--- config.mk ---
export PLATFORM = sky130hd
export DESIGN_NAME = time_signal_input_conditioner
export DESIGN_NICKNAME = d
export VERILOG_FILES = /design/src/inc/tsc_pkg.sv /design/src/core/pulse_glitch_filter.sv /design/src/core/time_signal_input_conditioner.sv
export VERILOG_INCLUDE_DIRS = /design/src /design/src/inc
export SDC_FILE = /design/constraint.sdc
export NUM_CORES = 1
export LEC_CHECK = 0
export ABC_AREA = 1
export CAP_MARGIN = 30
export CELL_PAD_IN_SITES_DETAIL_PLACEMENT = 1
export CELL_PAD_IN_SITES_GLOBAL_PLACEMENT = 1
export CORE_ASPECT_RATIO = 1.5
export CORE_MARGIN = 2
export CORE_UTILIZATION = 40
export DETAILED_ROUTE_END_ITERATION = 10
export DONT_BUFFER_PORTS = 1
export PLACE_DENSITY_LB_ADDON = 0.1
export SLEW_MARGIN = 15
export SYNTH_ARGS = -nofsm -noshare
export SYNTH_HDL_FRONTEND = slang
export SYNTH_HIERARCHICAL = 1
export SYNTH_SLANG_ARGS = --single-unit
export TNS_END_PERCENT = 1
--- constraint.sdc ---
create_clock -name CLK_SYS -period 2.85 [get_ports CLK_SYS]
set_input_delay 0.57 -clock CLK_SYS [delete_from_list [all_inputs] [get_ports CLK_SYS]]
set_output_delay 0.57 -clock CLK_SYS [all_outputs]
set_load 0.1 [all_outputs]
--- src/inc/tsc_defines.svh ---
`ifndef TSC_DEFINES_SVH
`define TSC_DEFINES_SVH

// system clock rate and derived cycles per millisecond
`define TSC_CLK_HZ 100000000
`define TSC_CYC_PER_MS (`TSC_CLK_HZ / 1000)

// pulse timing of the receiver, in milliseconds
`define TSC_PULSE_SHORT_MS 100
`define TSC_PULSE_LONG_MS 200
`define TSC_PULSE_TOL_MS 50
`define TSC_WINDOW_MS 1000
`define TSC_FILTER_MS 1

// timing counts in system clock cycles
`define TSC_SHORT_MIN_CYC \
  ((`TSC_PULSE_SHORT_MS - `TSC_PULSE_TOL_MS) * `TSC_CYC_PER_MS)
`define TSC_LONG_MIN_CYC \
  ((`TSC_PULSE_LONG_MS - `TSC_PULSE_TOL_MS) * `TSC_CYC_PER_MS)
`define TSC_LONG_MAX_CYC \
  ((`TSC_PULSE_LONG_MS + `TSC_PULSE_TOL_MS) * `TSC_CYC_PER_MS)
`define TSC_WINDOW_CYC (`TSC_WINDOW_MS * `TSC_CYC_PER_MS)
`define TSC_FILTER_CYC (`TSC_FILTER_MS * `TSC_CYC_PER_MS)

// register byte offsets
`define TSC_REG_CTRL 4'h0
`define TSC_REG_STATUS 4'h4
`define TSC_REG_WIDTH 4'h8

// control register fields
`define TSC_CTRL_ANALYSE 0
`define TSC_CTRL_POL_FORCE 1
`define TSC_CTRL_POL_INV 2
`define TSC_CTRL_PU_FORCE 3
`define TSC_CTRL_PU_ON 4
`define TSC_CTRL_GATE_INV 5
`define TSC_CTRL_LED_EN 6
`define TSC_CTRL_RST 32'h00000040

// status register fields
`define TSC_STAT_ACTIVE 0
`define TSC_STAT_AUTO_INV 1
`define TSC_STAT_PU_NEED 2
`define TSC_STAT_LONG 3
`define TSC_STAT_BAD 4
`define TSC_STAT_RUN 5
`define TSC_STAT_CNT_LSB 8

`endif

--- src/inc/tsc_pkg.sv ---
package tsc_pkg;
  typedef logic [3:0] reg_addr_t;
  typedef logic [31:0] reg_data_t;
  typedef enum logic [1:0] {ST_OFF, ST_PROBE, ST_RUN} cond_state_t;
endpackage

--- src/core/pulse_glitch_filter.sv ---
`timescale 1ns/1ns
`default_nettype none
module pulse_glitch_filter #(
  parameter int unsigned FILT_CYC = 100000
) (
  // clock, reset and enable
  input wire logic clk,
  input wire logic rst_n,
  input wire logic en,
  // raw pin and filtered level
  input wire logic din,
  output logic dout
);
  typedef struct packed {
    logic sync1;
    logic sync2;
    logic [31:0] cnt;
    logic level;
  } filt_state_t;

  filt_state_t s_ff;
  filt_state_t nxt_s;

  always_comb begin
    nxt_s = s_ff;
    nxt_s.sync1 = din;
    nxt_s.sync2 = s_ff.sync1;
    // a new level must hold for the whole filter time before it is taken
    if (s_ff.sync2 == s_ff.level) begin
      nxt_s.cnt = 32'h0;
    end else if (s_ff.cnt >= 32'(FILT_CYC - 1)) begin
      nxt_s.level = s_ff.sync2;
      nxt_s.cnt = 32'h0;
    end else begin
      nxt_s.cnt = s_ff.cnt + 32'h1;
    end
  end

  always_ff @(posedge clk or negedge rst_n) begin
    if (!rst_n) begin
      s_ff <= '0;
    end else if (en) begin
      s_ff <= nxt_s;
    end
  end

  assign dout = s_ff.level;
endmodule // pulse_glitch_filter
`default_nettype wire

--- src/core/time_signal_input_conditioner.sv ---
`timescale 1ns/1ns
`default_nettype none
`include "tsc_defines.svh"
module time_signal_input_conditioner #(
  parameter int unsigned WINDOW_CYC = `TSC_WINDOW_CYC,
  parameter int unsigned FILTER_CYC = `TSC_FILTER_CYC,
  parameter int unsigned SHORT_MIN_CYC = `TSC_SHORT_MIN_CYC,
  parameter int unsigned LONG_MIN_CYC = `TSC_LONG_MIN_CYC,
  parameter int unsigned LONG_MAX_CYC = `TSC_LONG_MAX_CYC
) (
  // clock, reset and enable
  input wire logic CLK_SYS,
  input wire logic RST_N,
  input wire logic CLK_EN,
  // register port
  input wire tsc_pkg::reg_addr_t REG_ADDR,
  input wire tsc_pkg::reg_data_t REG_WDATA,
  input wire logic REG_WR,
  input wire logic REG_RD,
  output var tsc_pkg::reg_data_t REG_RDATA,
  // receiver link
  input wire logic SIG_IN,
  output logic RECEIVER_POWER_SAVE_OUTPUT,
  output logic PULLUP_EN,
  output logic RX_LED
);
  import tsc_pkg::*;

  typedef struct packed {
    logic analyse;
    logic pol_force;
    logic pol_inv;
    logic pu_force;
    logic pu_on;
    logic gate_inv;
    logic led_en;
    cond_state_t st;
    logic [31:0] win;
    logic [31:0] hi;
    logic auto_inv;
    logic pu_need;
    logic act_d;
    logic [31:0] wid;
    logic [31:0] last_wid;
    logic last_long;
    logic bad;
    logic [7:0] pcnt;
    logic led;
    logic pwr;
    logic pu;
    reg_data_t rdata;
  } cond_state_s_t;

  cond_state_s_t s_ff;
  cond_state_s_t nxt_s;
  logic filt;
  logic inv;
  logic act;
  logic running;
  logic [31:0] hi_next;
  logic win_end;
  reg_data_t rd;

  // pin synchroniser and glitch filter ahead of every consumer
  pulse_glitch_filter #(
    .FILT_CYC(FILTER_CYC)
  ) u_filter (
    .clk(CLK_SYS),
    .rst_n(RST_N),
    .en(CLK_EN),
    .din(SIG_IN),
    .dout(filt)
  );

  always_comb begin
    nxt_s = s_ff;
    rd = '0;
    // forced polarity or the detected one, both reversible by the invert bit
    inv = s_ff.pol_force ? s_ff.pol_inv : (s_ff.auto_inv ^ s_ff.pol_inv);
    act = filt ^ inv;
    running = (s_ff.st == ST_RUN);
    hi_next = s_ff.hi + {31'h0, filt};
    win_end = (s_ff.win >= 32'(WINDOW_CYC - 1));

    // register writes come first so that hardware events below win
    if (REG_WR) begin
      unique case (REG_ADDR)
        `TSC_REG_CTRL: begin
          nxt_s.analyse = REG_WDATA[`TSC_CTRL_ANALYSE];
          nxt_s.pol_force = REG_WDATA[`TSC_CTRL_POL_FORCE];
          nxt_s.pol_inv = REG_WDATA[`TSC_CTRL_POL_INV];
          nxt_s.pu_force = REG_WDATA[`TSC_CTRL_PU_FORCE];
          nxt_s.pu_on = REG_WDATA[`TSC_CTRL_PU_ON];
          nxt_s.gate_inv = REG_WDATA[`TSC_CTRL_GATE_INV];
          nxt_s.led_en = REG_WDATA[`TSC_CTRL_LED_EN];
        end
        `TSC_REG_STATUS: begin
          if (REG_WDATA[`TSC_STAT_BAD]) begin
            nxt_s.bad = 1'b0;
          end
        end
        default: begin
        end
      endcase
    end

    // analysis sequence: probe the pull-up need, then run
    unique case (s_ff.st)
      ST_OFF: begin
        if (s_ff.analyse) begin
          nxt_s.st = ST_PROBE;
          nxt_s.win = 32'h0;
          nxt_s.hi = 32'h0;
        end
      end
      ST_PROBE: begin
        if (!s_ff.analyse) begin
          nxt_s.st = ST_OFF;
        end else if (win_end) begin
          // an open-collector output never rises without the pull-up
          nxt_s.pu_need = (hi_next == 32'h0);
          nxt_s.st = ST_RUN;
          nxt_s.win = 32'h0;
          nxt_s.hi = 32'h0;
        end else begin
          nxt_s.win = s_ff.win + 32'h1;
          nxt_s.hi = hi_next;
        end
      end
      ST_RUN: begin
        if (!s_ff.analyse) begin
          nxt_s.st = ST_OFF;
        end else if (win_end) begin
          // the active phase is the shorter part of each second
          nxt_s.auto_inv = (hi_next > 32'(WINDOW_CYC / 2));
          nxt_s.win = 32'h0;
          nxt_s.hi = 32'h0;
        end else begin
          nxt_s.win = s_ff.win + 32'h1;
          nxt_s.hi = hi_next;
        end
      end
      default: begin
        nxt_s.st = ST_OFF;
      end
    endcase

    // pulse width measurement, width counting saturates instead of wrapping; the 8-bit pulse count wraps
    nxt_s.act_d = running & act;
    if (running && act) begin
      if (!s_ff.act_d) begin
        nxt_s.wid = 32'h1;
      end else if (s_ff.wid != 32'hFFFFFFFF) begin
        nxt_s.wid = s_ff.wid + 32'h1;
      end
    end
    if (s_ff.act_d && !(running && act)) begin
      nxt_s.last_wid = s_ff.wid;
      nxt_s.last_long = (s_ff.wid >= 32'(LONG_MIN_CYC));
      nxt_s.pcnt = s_ff.pcnt + 8'h01;
      if (s_ff.wid < 32'(SHORT_MIN_CYC) || s_ff.wid > 32'(LONG_MAX_CYC)) begin
        nxt_s.bad = 1'b1;
      end
    end

    // pin outputs, each registered
    nxt_s.led = s_ff.led_en & running & act;
    nxt_s.pwr = (s_ff.st != ST_OFF) ^ s_ff.gate_inv;
    if (s_ff.pu_force) begin
      nxt_s.pu = s_ff.pu_on;
    end else begin
      nxt_s.pu = (s_ff.st == ST_PROBE) ? 1'b0 : s_ff.pu_need;
    end

    // read data stands only in the cycle after the strobe
    nxt_s.rdata = '0;
    if (REG_RD) begin
      unique case (REG_ADDR)
        `TSC_REG_CTRL: begin
          rd[`TSC_CTRL_ANALYSE] = s_ff.analyse;
          rd[`TSC_CTRL_POL_FORCE] = s_ff.pol_force;
          rd[`TSC_CTRL_POL_INV] = s_ff.pol_inv;
          rd[`TSC_CTRL_PU_FORCE] = s_ff.pu_force;
          rd[`TSC_CTRL_PU_ON] = s_ff.pu_on;
          rd[`TSC_CTRL_GATE_INV] = s_ff.gate_inv;
          rd[`TSC_CTRL_LED_EN] = s_ff.led_en;
        end
        `TSC_REG_STATUS: begin
          rd[`TSC_STAT_ACTIVE] = s_ff.act_d;
          rd[`TSC_STAT_AUTO_INV] = s_ff.auto_inv;
          rd[`TSC_STAT_PU_NEED] = s_ff.pu_need;
          rd[`TSC_STAT_LONG] = s_ff.last_long;
          rd[`TSC_STAT_BAD] = s_ff.bad;
          rd[`TSC_STAT_RUN] = running;
          rd[`TSC_STAT_CNT_LSB +: 8] = s_ff.pcnt;
        end
        `TSC_REG_WIDTH: begin
          rd = s_ff.last_wid;
        end
        default: begin
          rd = '0;
        end
      endcase
      nxt_s.rdata = rd;
    end
  end

  // the pull-up starts connected: safe for both output types until probed
  always_ff @(posedge CLK_SYS or negedge RST_N) begin
    if (!RST_N) begin
      s_ff <= '0;
      s_ff.led_en <= 1'b1;
      s_ff.pu_need <= 1'b1;
      s_ff.pu <= 1'b1;
    end else if (CLK_EN) begin
      s_ff <= nxt_s;
    end
  end

  assign REG_RDATA = s_ff.rdata;
  assign RECEIVER_POWER_SAVE_OUTPUT = s_ff.pwr;
  assign PULLUP_EN = s_ff.pu;
  assign RX_LED = s_ff.led;
endmodule // time_signal_input_conditioner
`default_nettype wire

==> results of run 1 <==
[cells in the final DEF (no fill, tap or decap), types with 21 or more instances in the layout]
| cell | Yosys | routed |
|---|---|---|
| nand3_1 | 60 | 60 |
| o21ai_0 | 86 | 86 |
| o31ai_1 | 21 | 21 |
| nand2_1 | 369 | 368 |
| clkbuf_16 | 0 | 25 |
| xor2_1 | 64 | 64 |
| a21oi_1 | 22 | 22 |
| inv_1 | 170 | 170 |
| o22ai_1 | 35 | 35 |
| nor2_1 | 173 | 173 |
| nand4_1 | 30 | 30 |
| dfrtp_1 | 217 | 217 |
| nor3_1 | 32 | 31 |
[stage by stage]
step | worst slack (ns) | utilization | total power [mW] | instance area (µm²)
2_1_floorplan | 0.763 | - | 4.70 | 12300
3_3_place_gp | 0.373 | 0.413 | 5.14 | 12500
3_5_place_dp | 0.318 | 0.413 | 5.18 | 12500
4_1_cts | 0.310 | 0.441 | 8.49 | 13300
5_1_grt | 0.0746 | 0.442 | 8.86 | 13400
6_report | 0.351 | 0.442 | 8.44 | 13400
[cell families (layout without fill, tap and decap cells)]
group,count (synthesis),count (layout),synth area share
flops,220,220,0.447
simple gates,742,742,0.272
fa+ha+maj,12,12,0.0122
xor+xnor,72,72,0.0512
compound gates,237,237,0.122
buf+inv,259,244,0.0936
mux,3,3,0.00274
[routing by layer]
metal / up-vias / share of wire / global-route usage / routed length (µm)
met1: 5072 / 0.40 / 0.259 / 14700
li1: 4958 / - / - / -
met5: - / 0 / 0 / 0
met2: 124 / 0.53 / 0.446 / 19600
met4: 0 / 0.040 / 0.0923 / 1460
met3: 70 / 0.026 / 0.0274 / 952
[path summary, 6_finish.rpt]
| check | end | slack [ns] | from | cells after the start |
|---|---|---|---|---|
| max in group asynchronous | u_filter/s_ff[9] | 2.62 | RST_N | 0 |
| setup reg to reg | s_ff[110] | 0.35 | u_filter/dout | 13 |
| min in group CLK_SYS | u_filter/s_ff[20] | 0.11 | CLK_EN | 1 |
| hold / removal | s_ff[172] | -0.27 | RST_N | 0 |
| hold reg to reg | s_ff[42] | 0.47 | s_ff[42] | 1 |
| setup / recovery | s_ff[110] | 0.35 | u_filter/dout | 13 |
[sequential cells by signal, indices dropped and copies added, names as in the netlist]
signal,count
PULLUP_EN,1
u_filter/s_ff,33
u_filter/nxt_s,1
u_filter/dout,1
s_ff,150
REG_RDATA,32
RX_LED,1
RECEIVER_POWER_SAVE_OUTPUT,1
[power groups by stage]
stage,clock [mW],sequential (mW),combinational (mW)
2_1_floorplan,0,3.74,0.959
3_3_place_gp,0,3.87,1.27
3_5_place_dp,0,3.88,1.30
4_1_cts,3.35,3.83,1.31
5_1_grt,3.47,3.82,1.56
6_report,3.26,3.79,1.38
[layout make-up]
type                            instances  area [µm²]
Tap cell                              400         500
Clock inverter                          9         101
Multi-Input combinational cell       1066        5670
Timing Repair Buffer                   20         191
Clock buffer                           36         717
Fill cell                            3683       16900
Sequential cell                       220        5510
Inverter                              179         672
[timing repair]
| item | in CTS | in global routing |
|---|---|---|
| buffers inserted | 0 | 0 |
| endpoints found under the hold margin | 220 | 220 |
| endpoints found under the setup margin | 0 | 0 |
==> metrics, run 1 <==
top cells by count, synth=369 x nand2_1, 217 x dfrtp_1, 173 x nor2_1; commonest register cell after synthesis=dfrtp_1; Avg WL per Cell=19.0 µm; CTS H-tree lvls=1; Critical Path, Cell by Cell=ha_1 -> ha_1 -> inv_1 -> nor2_4 -> nand2_4 -> nor2_8 -> xor2_1 -> nand2_1 -> nor3_2 -> nand3_1 -> nor2_1 -> nand3_1 -> o21ai_1; Post-Synthesis Cell Area=around 0.012 mm²; Initial DRT Pass Iterations=5; Final Hold Fails=between 200 and 250; std cell rows=78; DR vias/cell=5.30; Reg power frac=0.449; Reg clk slew, reported paths=around 0.06 ns; Max Cap Viol=0; initial antenna violation count=0; Area Overhead vs Synth=8.41%; RSZ-0062 raised after global routing=no; Core Region=between 0.03 and 0.04 mm²; buffers added on ports=0; Max Fclk=0.400 GHz; fin. max-slew vios=0; status=finished with violations; Final ANT Viol Nets=0; worst path arrival time=2.97 ns; nets=1,566; CTS Buf Count=25; Synth Register Bits=220; Switching Fraction=0.315; chip width=147 µm; Crit. End Element=register; CP max FO=6; vias in the first global route=11,200; most area-consuming cells after synthesis=dfrtp_1 44%, nand2_1 11%, nor2_1 5.3%, inv_1 5.2%, xor2_1 4.5%; DR vias=10,200; later-pin clock latency in the skew report=~0.54 ns; Longest Clk Path Bufs=3; type of element launching the critical path=register; CTS resizes=0; synthesized area per cell=7.98 µm²; most frequent cell after synthesis=nand2_1; clock network fraction of design power=0.387; global-route usage over all layers=0.233; Layout Skew=around 0.023 ns; post-synth top area cell=dfrtp_1; Antenna Cells=0; P_int=between 5 and 6 mW; Non-Filler Instances=~1,900; Final setup viols=0; grt total ovfl=0; Inst Count DP=1,883; largest net degree at the start of global routing=about 220; register area share after synthesis=0.447; CP Class=register to register; largest vdd supply drop=roughly 0.5 mV; Fin Hold WS=-0.272 ns; Setup TNS=0 ns; first-pass GRT wire length=59.4 mm; die area=roughly 0.032 mm²; share of layout cells above drive strength 1=0.0895; Net Sw Power=2.66 mW; PwrDens=between 600 and 700 mW/mm²; CTS tree=built; worst path required time=around 3.3 ns; normalized max-slew margin=0.360; Residual DRC=0; measured slew at the worst slew-check pin=0.960 ns; minimum clock period after layout=2.50 ns; Num Clock Sinks=220; Yosys warnings=6; combinational power share=0.164; Leak=5.86 nW; Synth Instances=between 1,500 and 2,000; Worst path max stage delay=0.49 ns; starting density of the core=0.407; syn_nets=1,599; Buf+Inv Stages, Crit Path=1; synth unique cells=51; wirelength, routed=36.7 mm; RePlAce Congestion=0.928; number of synthesized flops with an enable pin=0; initial drt markers=385; failing checks=negative hold slack; hpwl dp=26.8 mm; IO Pins=77; Root Driver=clkbuf_16; slowest CP cell=dfrtp_1; Die Ht=219 µm; Tightest Hold Check Type=input port to asynchronous set/reset pin; share of async-settable or async-resettable flops after synthesis=1.00; Crit path max-delay family=simple AND/OR/NAND/NOR gates; Final Cycle Share=0.877; post-synth top area share=0.441
Note: power is estimated with default switching activity, not from simulation.
==> run 2, diff against run 1 <==
Settings changed: CORE_UTILIZATION 40 to 44.
Clock period 2.85 ns to 2.2 ns, I/O delays scaled along.
==> run 2 against run 1 <==
The flow finishes with violations (negative hold slack, negative setup slack). Final cell count up 0.88%. First-iteration DRC count increased by 16%. Critical path depth grew 3. Sequential power increased by 27%. Via count rose by 3.6%. Count of clock-buffer cells in the layout increased by 2. Register-to-register slack got worse by 0.38 ns. Final area is 5.0% higher. Power rose by 32%. Sequential cell count unchanged. Worst setup slack lost 0.38 ns. Global-route usage is 2.6 points higher.
==> metrics, run 2 (synthesis results as in run 1) <==
status=finished with violations (unchanged); failing checks=negative hold slack, negative setup slack (was negative hold slack); CTS tree=built (unchanged); largest net degree at the start of global routing=221 (unchanged); r2r startpoint=u_filter/dout (unchanged); std cell rows=75 (was 78); Final Cycle Share=1.01 (was 0.877); GR Util met3=0.0307 (was 0.0274); Layout Skew=0.00952 ns (was 0.0234 ns); RSZ-0062 raised after global routing=yes (was no); hold buffer count at cts=1; measured slew at the worst slew-check pin=0.957 ns (was 0.960 ns); IO Pins=77 (unchanged); first-pass GRT wire length=60.4 mm (was 59.4 mm); Residual DRC=0 (unchanged); fin. max-slew vios=0 (unchanged); grt met1 use=0.291 (was 0.259); starting density of the core=0.444 (was 0.407); global-route usage over all layers=0.259 (was 0.233); Fin Hold WS=-0.394 ns (was -0.272 ns); die area=0.0294 mm² (was 0.0323 mm²); RePlAce Congestion=0.923 (was 0.928); Initial DRT Pass Iterations=6 (was 5); minimum clock period after layout=2.23 ns (was 2.50 ns); normalized max-slew margin=0.362 (was 0.360); PnR worst setup slack=-0.0259 ns (was 0.351 ns); Layout fillers=3,426 (was 3,683); flop-to-flop setup slack=-0.03 ns (was 0.35 ns); Final Hold Fails=220 (was 217); Max Cap Viol=0 (unchanged); Crit. Startpoint=u_filter/dout (unchanged); largest vdd supply drop=0.683 mV (was 0.515 mV); Avg WL per Cell=19.2 µm (was 19.0 µm); buffers added on ports=0 (unchanged); Final Power=11.2 mW (was 8.44 mW); Inst Count DP=1,895 (was 1,883); met2 Track Usage GR=0.496 (was 0.446); R2R cell count=16 (was 13); hpwl dp=27.6 mm (was 26.8 mm); Area Overhead vs Synth=13.9% (was 8.41%); GR peak layer=met2 (unchanged); Crit. End Element=register (unchanged); most common cell after layout, fill and taps aside=nand2_1 (unchanged); Non-Filler Instances=1,947 (was 1,930); Num Clock Sinks=220 (unchanged); Core Region=0.0278 mm² (was 0.0303 mm²); Die Ht=209 µm (was 219 µm); Final setup viols=1 (was 0); critical path endpoint=s_ff[111] (was s_ff[110]); CP Class=register to register (unchanged); Multi-input gate area=0.00585 mm² (was 0.00567 mm²); Largest register FFs=150 (unchanged); vias in the first global route=11,500 (was 11,200); initial drt markers=448 (was 385); later-pin clock latency in the skew report=0.53 ns (was 0.54 ns); initial antenna violation count=1 (was 0); Finished Core Util=0.505 (was 0.442); CTS Buf Count=24 (was 25); nets=1,636 (was 1,566); wirelength, routed=37.5 mm (was 36.7 mm); Leak=6.23 nW (was 5.86 nW); worst path required time=2.61 ns (was 3.32 ns); storage element area=0.00551 mm² (unchanged); CP max FO=4 (was 6); PwrDens=796 mW/mm² (was 632 mW/mm²); share of layout cells above drive strength 1=0.152 (was 0.0895); Reg clk slew, reported paths=0.06 ns (about the same); Top reg by flops=s_ff (unchanged); worst path arrival time=2.64 ns (was 2.97 ns); Max Fclk=0.449 GHz (was 0.400 GHz); type of element launching the critical path=register (unchanged); CTS H-tree lvls=1 (unchanged); Final ANT Viol Nets=0 (unchanged); DR vias=10,600 (was 10,200); most frequent cells in the layout=363 x nand2_1, 217 x dfrtp_1, 168 x inv_1, 157 x nor2_1, 85 x o21ai_0 (was 368 x nand2_1, 217 x dfrtp_1, 173 x nor2_1, 170 x inv_1, 86 x o21ai_0); Reg-to-Reg End=s_ff[111] (was s_ff[110]); Root Driver=clkbuf_16 (unchanged); grt total ovfl=0 (unchanged); chip width=141 µm (was 147 µm); Longest Clk Path Bufs=3 (unchanged); DR vias/cell=5.44 (was 5.30); Tightest Hold Check Type=input port to asynchronous set/reset pin (unchanged)
## run 2: layout make-up
cell class | count | area share
Sequential cell | 220 | 0.393
Inverter | 179 | 0.0482
Antenna cell | 1 | 0.000178
Clock buffer | 38 | 0.0523
Tap cell | 346 | 0.0309
Timing Repair Buffer | 91 | 0.0530
Clock inverter | 6 | 0.00606
Multi-Input combinational cell | 1066 | 0.417
## run 2: per-layer routing
layer,share of wire,routed length (µm)
met4,0.035,1330
met2,0.55,20600
met3,0.028,1050
met1,0.39,14500
met5,0,0
## run 2: through the flow
step	TNS (ns)	area [µm²]	worst slack (ns)
global route	-0.694	14000	-0.175
finish	-0.0259	14000	-0.0259
detailed placement	-0.153	13000	-0.119
floorplan	0	12300	0.113
global placement	-0.0205	13000	-0.0205
CTS	-0.0535	13900	-0.0443
## run 2: worst min-delay path by stage
| stage | to | startpoint | slack [ns] | cells past startpoint |
|---|---|---|---|---|
| after global routing | s_ff[148] | RST_N | -0.42 | 0 |
| final | s_ff[148] | RST_N | -0.39 | 0 |
| after floorplan | RECEIVER_POWER_SAVE_OUTPUT | RST_N | 0.14 | 0 |
| after global placement | s_ff[149] | RST_N | 0.15 | 0 |
| after detailed placement | s_ff[148] | RST_N | 0.15 | 0 |
| after CTS | s_ff[148] | RST_N | -0.42 | 0 |
## run 2: what timing repair did
action                                 CTS  global route
pin swaps                                8            12
gates resized for setup                 11            39
setup endpoints to repair                4            70
endpoints found under the hold margin  236           220
buffers inserted                         2             4
## run 2: critical path: stages (launching register included)
cell	delay [ns]
dfrtp_1	0.41
ha_4	0.17
buf_6	0.11
clkinvlp_4	0.12
nor2_8	0.19
nand3_4	0.13
buf_6	0.15
xor2_1	0.13
nor2_1	0.11
nand2_1	0.09
buf_4	0.15
nor2_1	0.08
nor2_1	0.05
nand3_1	0.07
nand3_1	0.07
nand2_1	0.06
nand2_1	0.04
## run 2: where the power goes
part | total, mW | leakage, nW | internal, mW | switching, mW
Clock | 4.23 | 0.396 | 2.52 | 1.71
Combinational | 2.12 | 2.86 | 0.707 | 1.41
Sequential | 4.82 | 2.97 | 4.43 | 0.388
==> run 3, diff against run 2 <==
Settings changed: PLACE_DENSITY_LB_ADDON 0.1 to 0.25.
==> run 3 against run 2 <==
Combinational power hardly changed. Largest power group unchanged. Critical path type unchanged. Highest routed layer is now met5. Largest cell class unchanged. Non-clock buffer count is 12 higher. Wire length is 2.8% higher. Worst setup slack better by 0.056 ns. Power is 0.72% higher. The run ends with negative hold slack left.
==> metrics, run 3 (synthesis results as in run 1) <==
DR vias/cell=5.52 (was 5.44); type of element launching the critical path=register (unchanged); Critical Path, Cell by Cell=ha_4 -> ha_4 -> inv_2 -> nor2_4 -> nand2_4 -> nor2_8 -> nand3_2 -> nand2_2 -> nand2_2 -> nor2_2 -> nand2_2 -> nor2_4 -> nand3_2 -> nand2_1 -> inv_1 -> nand2_1 -> nand2_1 (was ha_4 -> buf_6 -> clkinvlp_4 -> nor2_8 -> nand3_4 -> buf_6 -> xor2_1 -> nor2_1 -> nand2_1 -> buf_4 -> nor2_1 -> nor2_1 -> nand3_1 -> nand3_1 -> nand2_1 -> nand2_1); normalized max-slew margin=0.366 (was 0.362); IO Pins=77 (unchanged); Longest Clk Path Bufs=3 (unchanged); RePlAce Congestion=0.979 (was 0.923); later-pin clock latency in the skew report=0.53 ns (about the same); combinational power share=0.189 (was 0.190); measured slew at the worst slew-check pin=0.951 ns (was 0.957 ns); Initial DRT Pass Iterations=5 (was 6); Residual DRC=0 (unchanged); Net Sw Power=3.48 mW (was 3.51 mW); chip width=141 µm (unchanged); Core Region=0.0278 mm² (unchanged); Finished Core Util=0.508 (was 0.505); Final Hold Fails=220 (unchanged); DR vias=10,800 (was 10,600); Root Driver=clkbuf_16 (unchanged); first-pass GRT wire length=61.4 mm (was 60.4 mm); grt total ovfl=0 (unchanged); Reg power frac=0.426 (was 0.431); clock network fraction of design power=0.385 (was 0.379); GR Util met3=0.0309 (was 0.0307); Inst Count DP=1,898 (was 1,895); Final ANT Viol Nets=0 (unchanged); failing checks=negative hold slack (was negative hold slack, negative setup slack); Worst path depth=17 (was 16); worst path arrival time=2.59 ns (was 2.64 ns); PwrDens=797 mW/mm² (was 796 mW/mm²); Avg WL per Cell=19.7 µm (was 19.2 µm); CP Class=register to register (unchanged); R2R cell count=17 (was 16); Antenna Cells=0 (was 1); Final setup viols=0 (was 1); initial drt markers=546 (was 448); Leak=6.30 nW (was 6.23 nW); buffers added on ports=0 (unchanged); nets=1,647 (was 1,636); Largest register FFs=150 (unchanged); Buf+Inv Stages, Crit Path=2 (was 4); Top reg by flops=s_ff (unchanged); CP max FO=6 (was 4); Fin Hold WS=-0.399 ns (was -0.394 ns); hpwl dp=28.0 mm (was 27.6 mm); grt met1 use=0.280 (was 0.291); CTS tree=built (unchanged); hold buffer count at cts=2 (was 1); Reg clk slew, reported paths=0.06 ns (about the same); RSZ-0062 raised after global routing=yes (unchanged); Non-Filler Instances=1,954 (was 1,947); Num Clock Sinks=220 (unchanged); Crit. End Element=register (unchanged); Final Cycle Share=0.986 (was 1.01); std cell rows=75 (unchanged); global-route usage over all layers=0.263 (was 0.259); CTS H-tree lvls=1 (unchanged); GR peak layer=met2 (unchanged); most frequent cells in the layout=362 x nand2_1, 217 x dfrtp_1, 168 x inv_1, 164 x nor2_1, 97 x buf_4 (was 363 x nand2_1, 217 x dfrtp_1, 168 x inv_1, 157 x nor2_1, 85 x o21ai_0); slowest CP cell=dfrtp_1 (unchanged); Setup TNS=0 ns (was -0.0259 ns); starting density of the core=0.444 (unchanged); Worst path max stage delay=0.40 ns (was 0.41 ns); met2 Track Usage GR=0.513 (was 0.496); Layout Skew=0.0155 ns (was 0.00952 ns); Max Cap Viol=0 (unchanged); largest vdd supply drop=0.642 mV (was 0.683 mV); most common cell after layout, fill and taps aside=nand2_1 (unchanged); minimum clock period after layout=2.17 ns (was 2.23 ns); Max Fclk=0.461 GHz (was 0.449 GHz); Tightest Hold Check Type=input port to asynchronous set/reset pin (unchanged); Area Overhead vs Synth=14.5% (was 13.9%); status=finished with violations (unchanged); worst path required time=2.62 ns (was 2.61 ns); wirelength, routed=38.5 mm (was 37.5 mm); P_int=7.76 mW (was 7.66 mW); Crit path max-delay family=simple AND/OR/NAND/NOR gates (unchanged); fin. max-slew vios=0 (unchanged); vias in the first global route=11,700 (was 11,500); Die Ht=209 µm (unchanged); die area=0.0294 mm² (unchanged); share of layout cells above drive strength 1=0.156 (was 0.152); largest net degree at the start of global routing=221 (unchanged); CTS Buf Count=23 (was 24); Switching Fraction=0.310 (was 0.314); initial antenna violation count=1 (unchanged)
run 3: cell count changes in the layout (fill, tap and decap cells not counted), moves of 3 or more:
cell / delta
clkinv_2: +3
nor2_2: -6
bufinv_16: +3
buf_4: +13
clkbuf_1: -5
nor2_1: +7
run 3: area by class of cell:
cell class                 instances  area [µm²]
clock buffer                      29         638
sequential                       220        5510
timing repair buffer             103         828
fill                            3383       13700
multi-input combinational       1066        5840
tap                              346         433
inverter                         179         677
clock inverter                    11         183
run 3: power groups by stage:
stage	clock network [mW]	registers, mW	logic [mW]
finish	4.33	4.80	2.12
CTS	4.43	4.78	2.06
floorplan	0	4.84	1.24
global route	4.53	4.85	2.34
detailed placement	0	4.85	2.02
global placement	0	4.84	1.96
run 3: per-layer routing:
layer  share of wire  vias up
li1                -     5103
met1            0.37     5412
met2            0.55      184
met3           0.033       85
met4           0.043        2
met5         0.00034        -
run 3: path summary, 6_finish.rpt:
path	startpoint	end	slack (ns)
max reg2reg	s_ff[112]	s_ff[111]	0.03
min in group CLK_SYS	CLK_EN	u_filter/nxt_s[33]	0.04
max in group asynchronous	RST_N	s_ff[75]	2.18
min reg2reg	u_filter/s_ff[23]	u_filter/s_ff[23]	0.48
max	s_ff[112]	s_ff[111]	0.03
min	RST_N	s_ff[153]	-0.40
run 3: what timing repair did:
item / in CTS / in global routing
pin swaps: 5 / 17
setup endpoints to repair: 7 / 88
buffers inserted: 5 / 9
hold endpoints to repair: 235 / 220
gates resized for setup: 8 / 35
run 3: stage by stage:
step | instance area (µm²) | setup WS [ns] | total power [mW] | hold WS [ns]
5_1_grt | 14100 | -0.151 | 11.7 | -0.413
3_5_place_dp | 13000 | -0.132 | 6.87 | 0.154
2_1_floorplan | 12300 | 0.113 | 6.09 | 0.144
6_report | 14100 | 0.0300 | 11.2 | -0.399
3_3_place_gp | 13000 | -0.0198 | 6.79 | 0.155
4_1_cts | 13900 | -0.0462 | 11.3 | -0.408
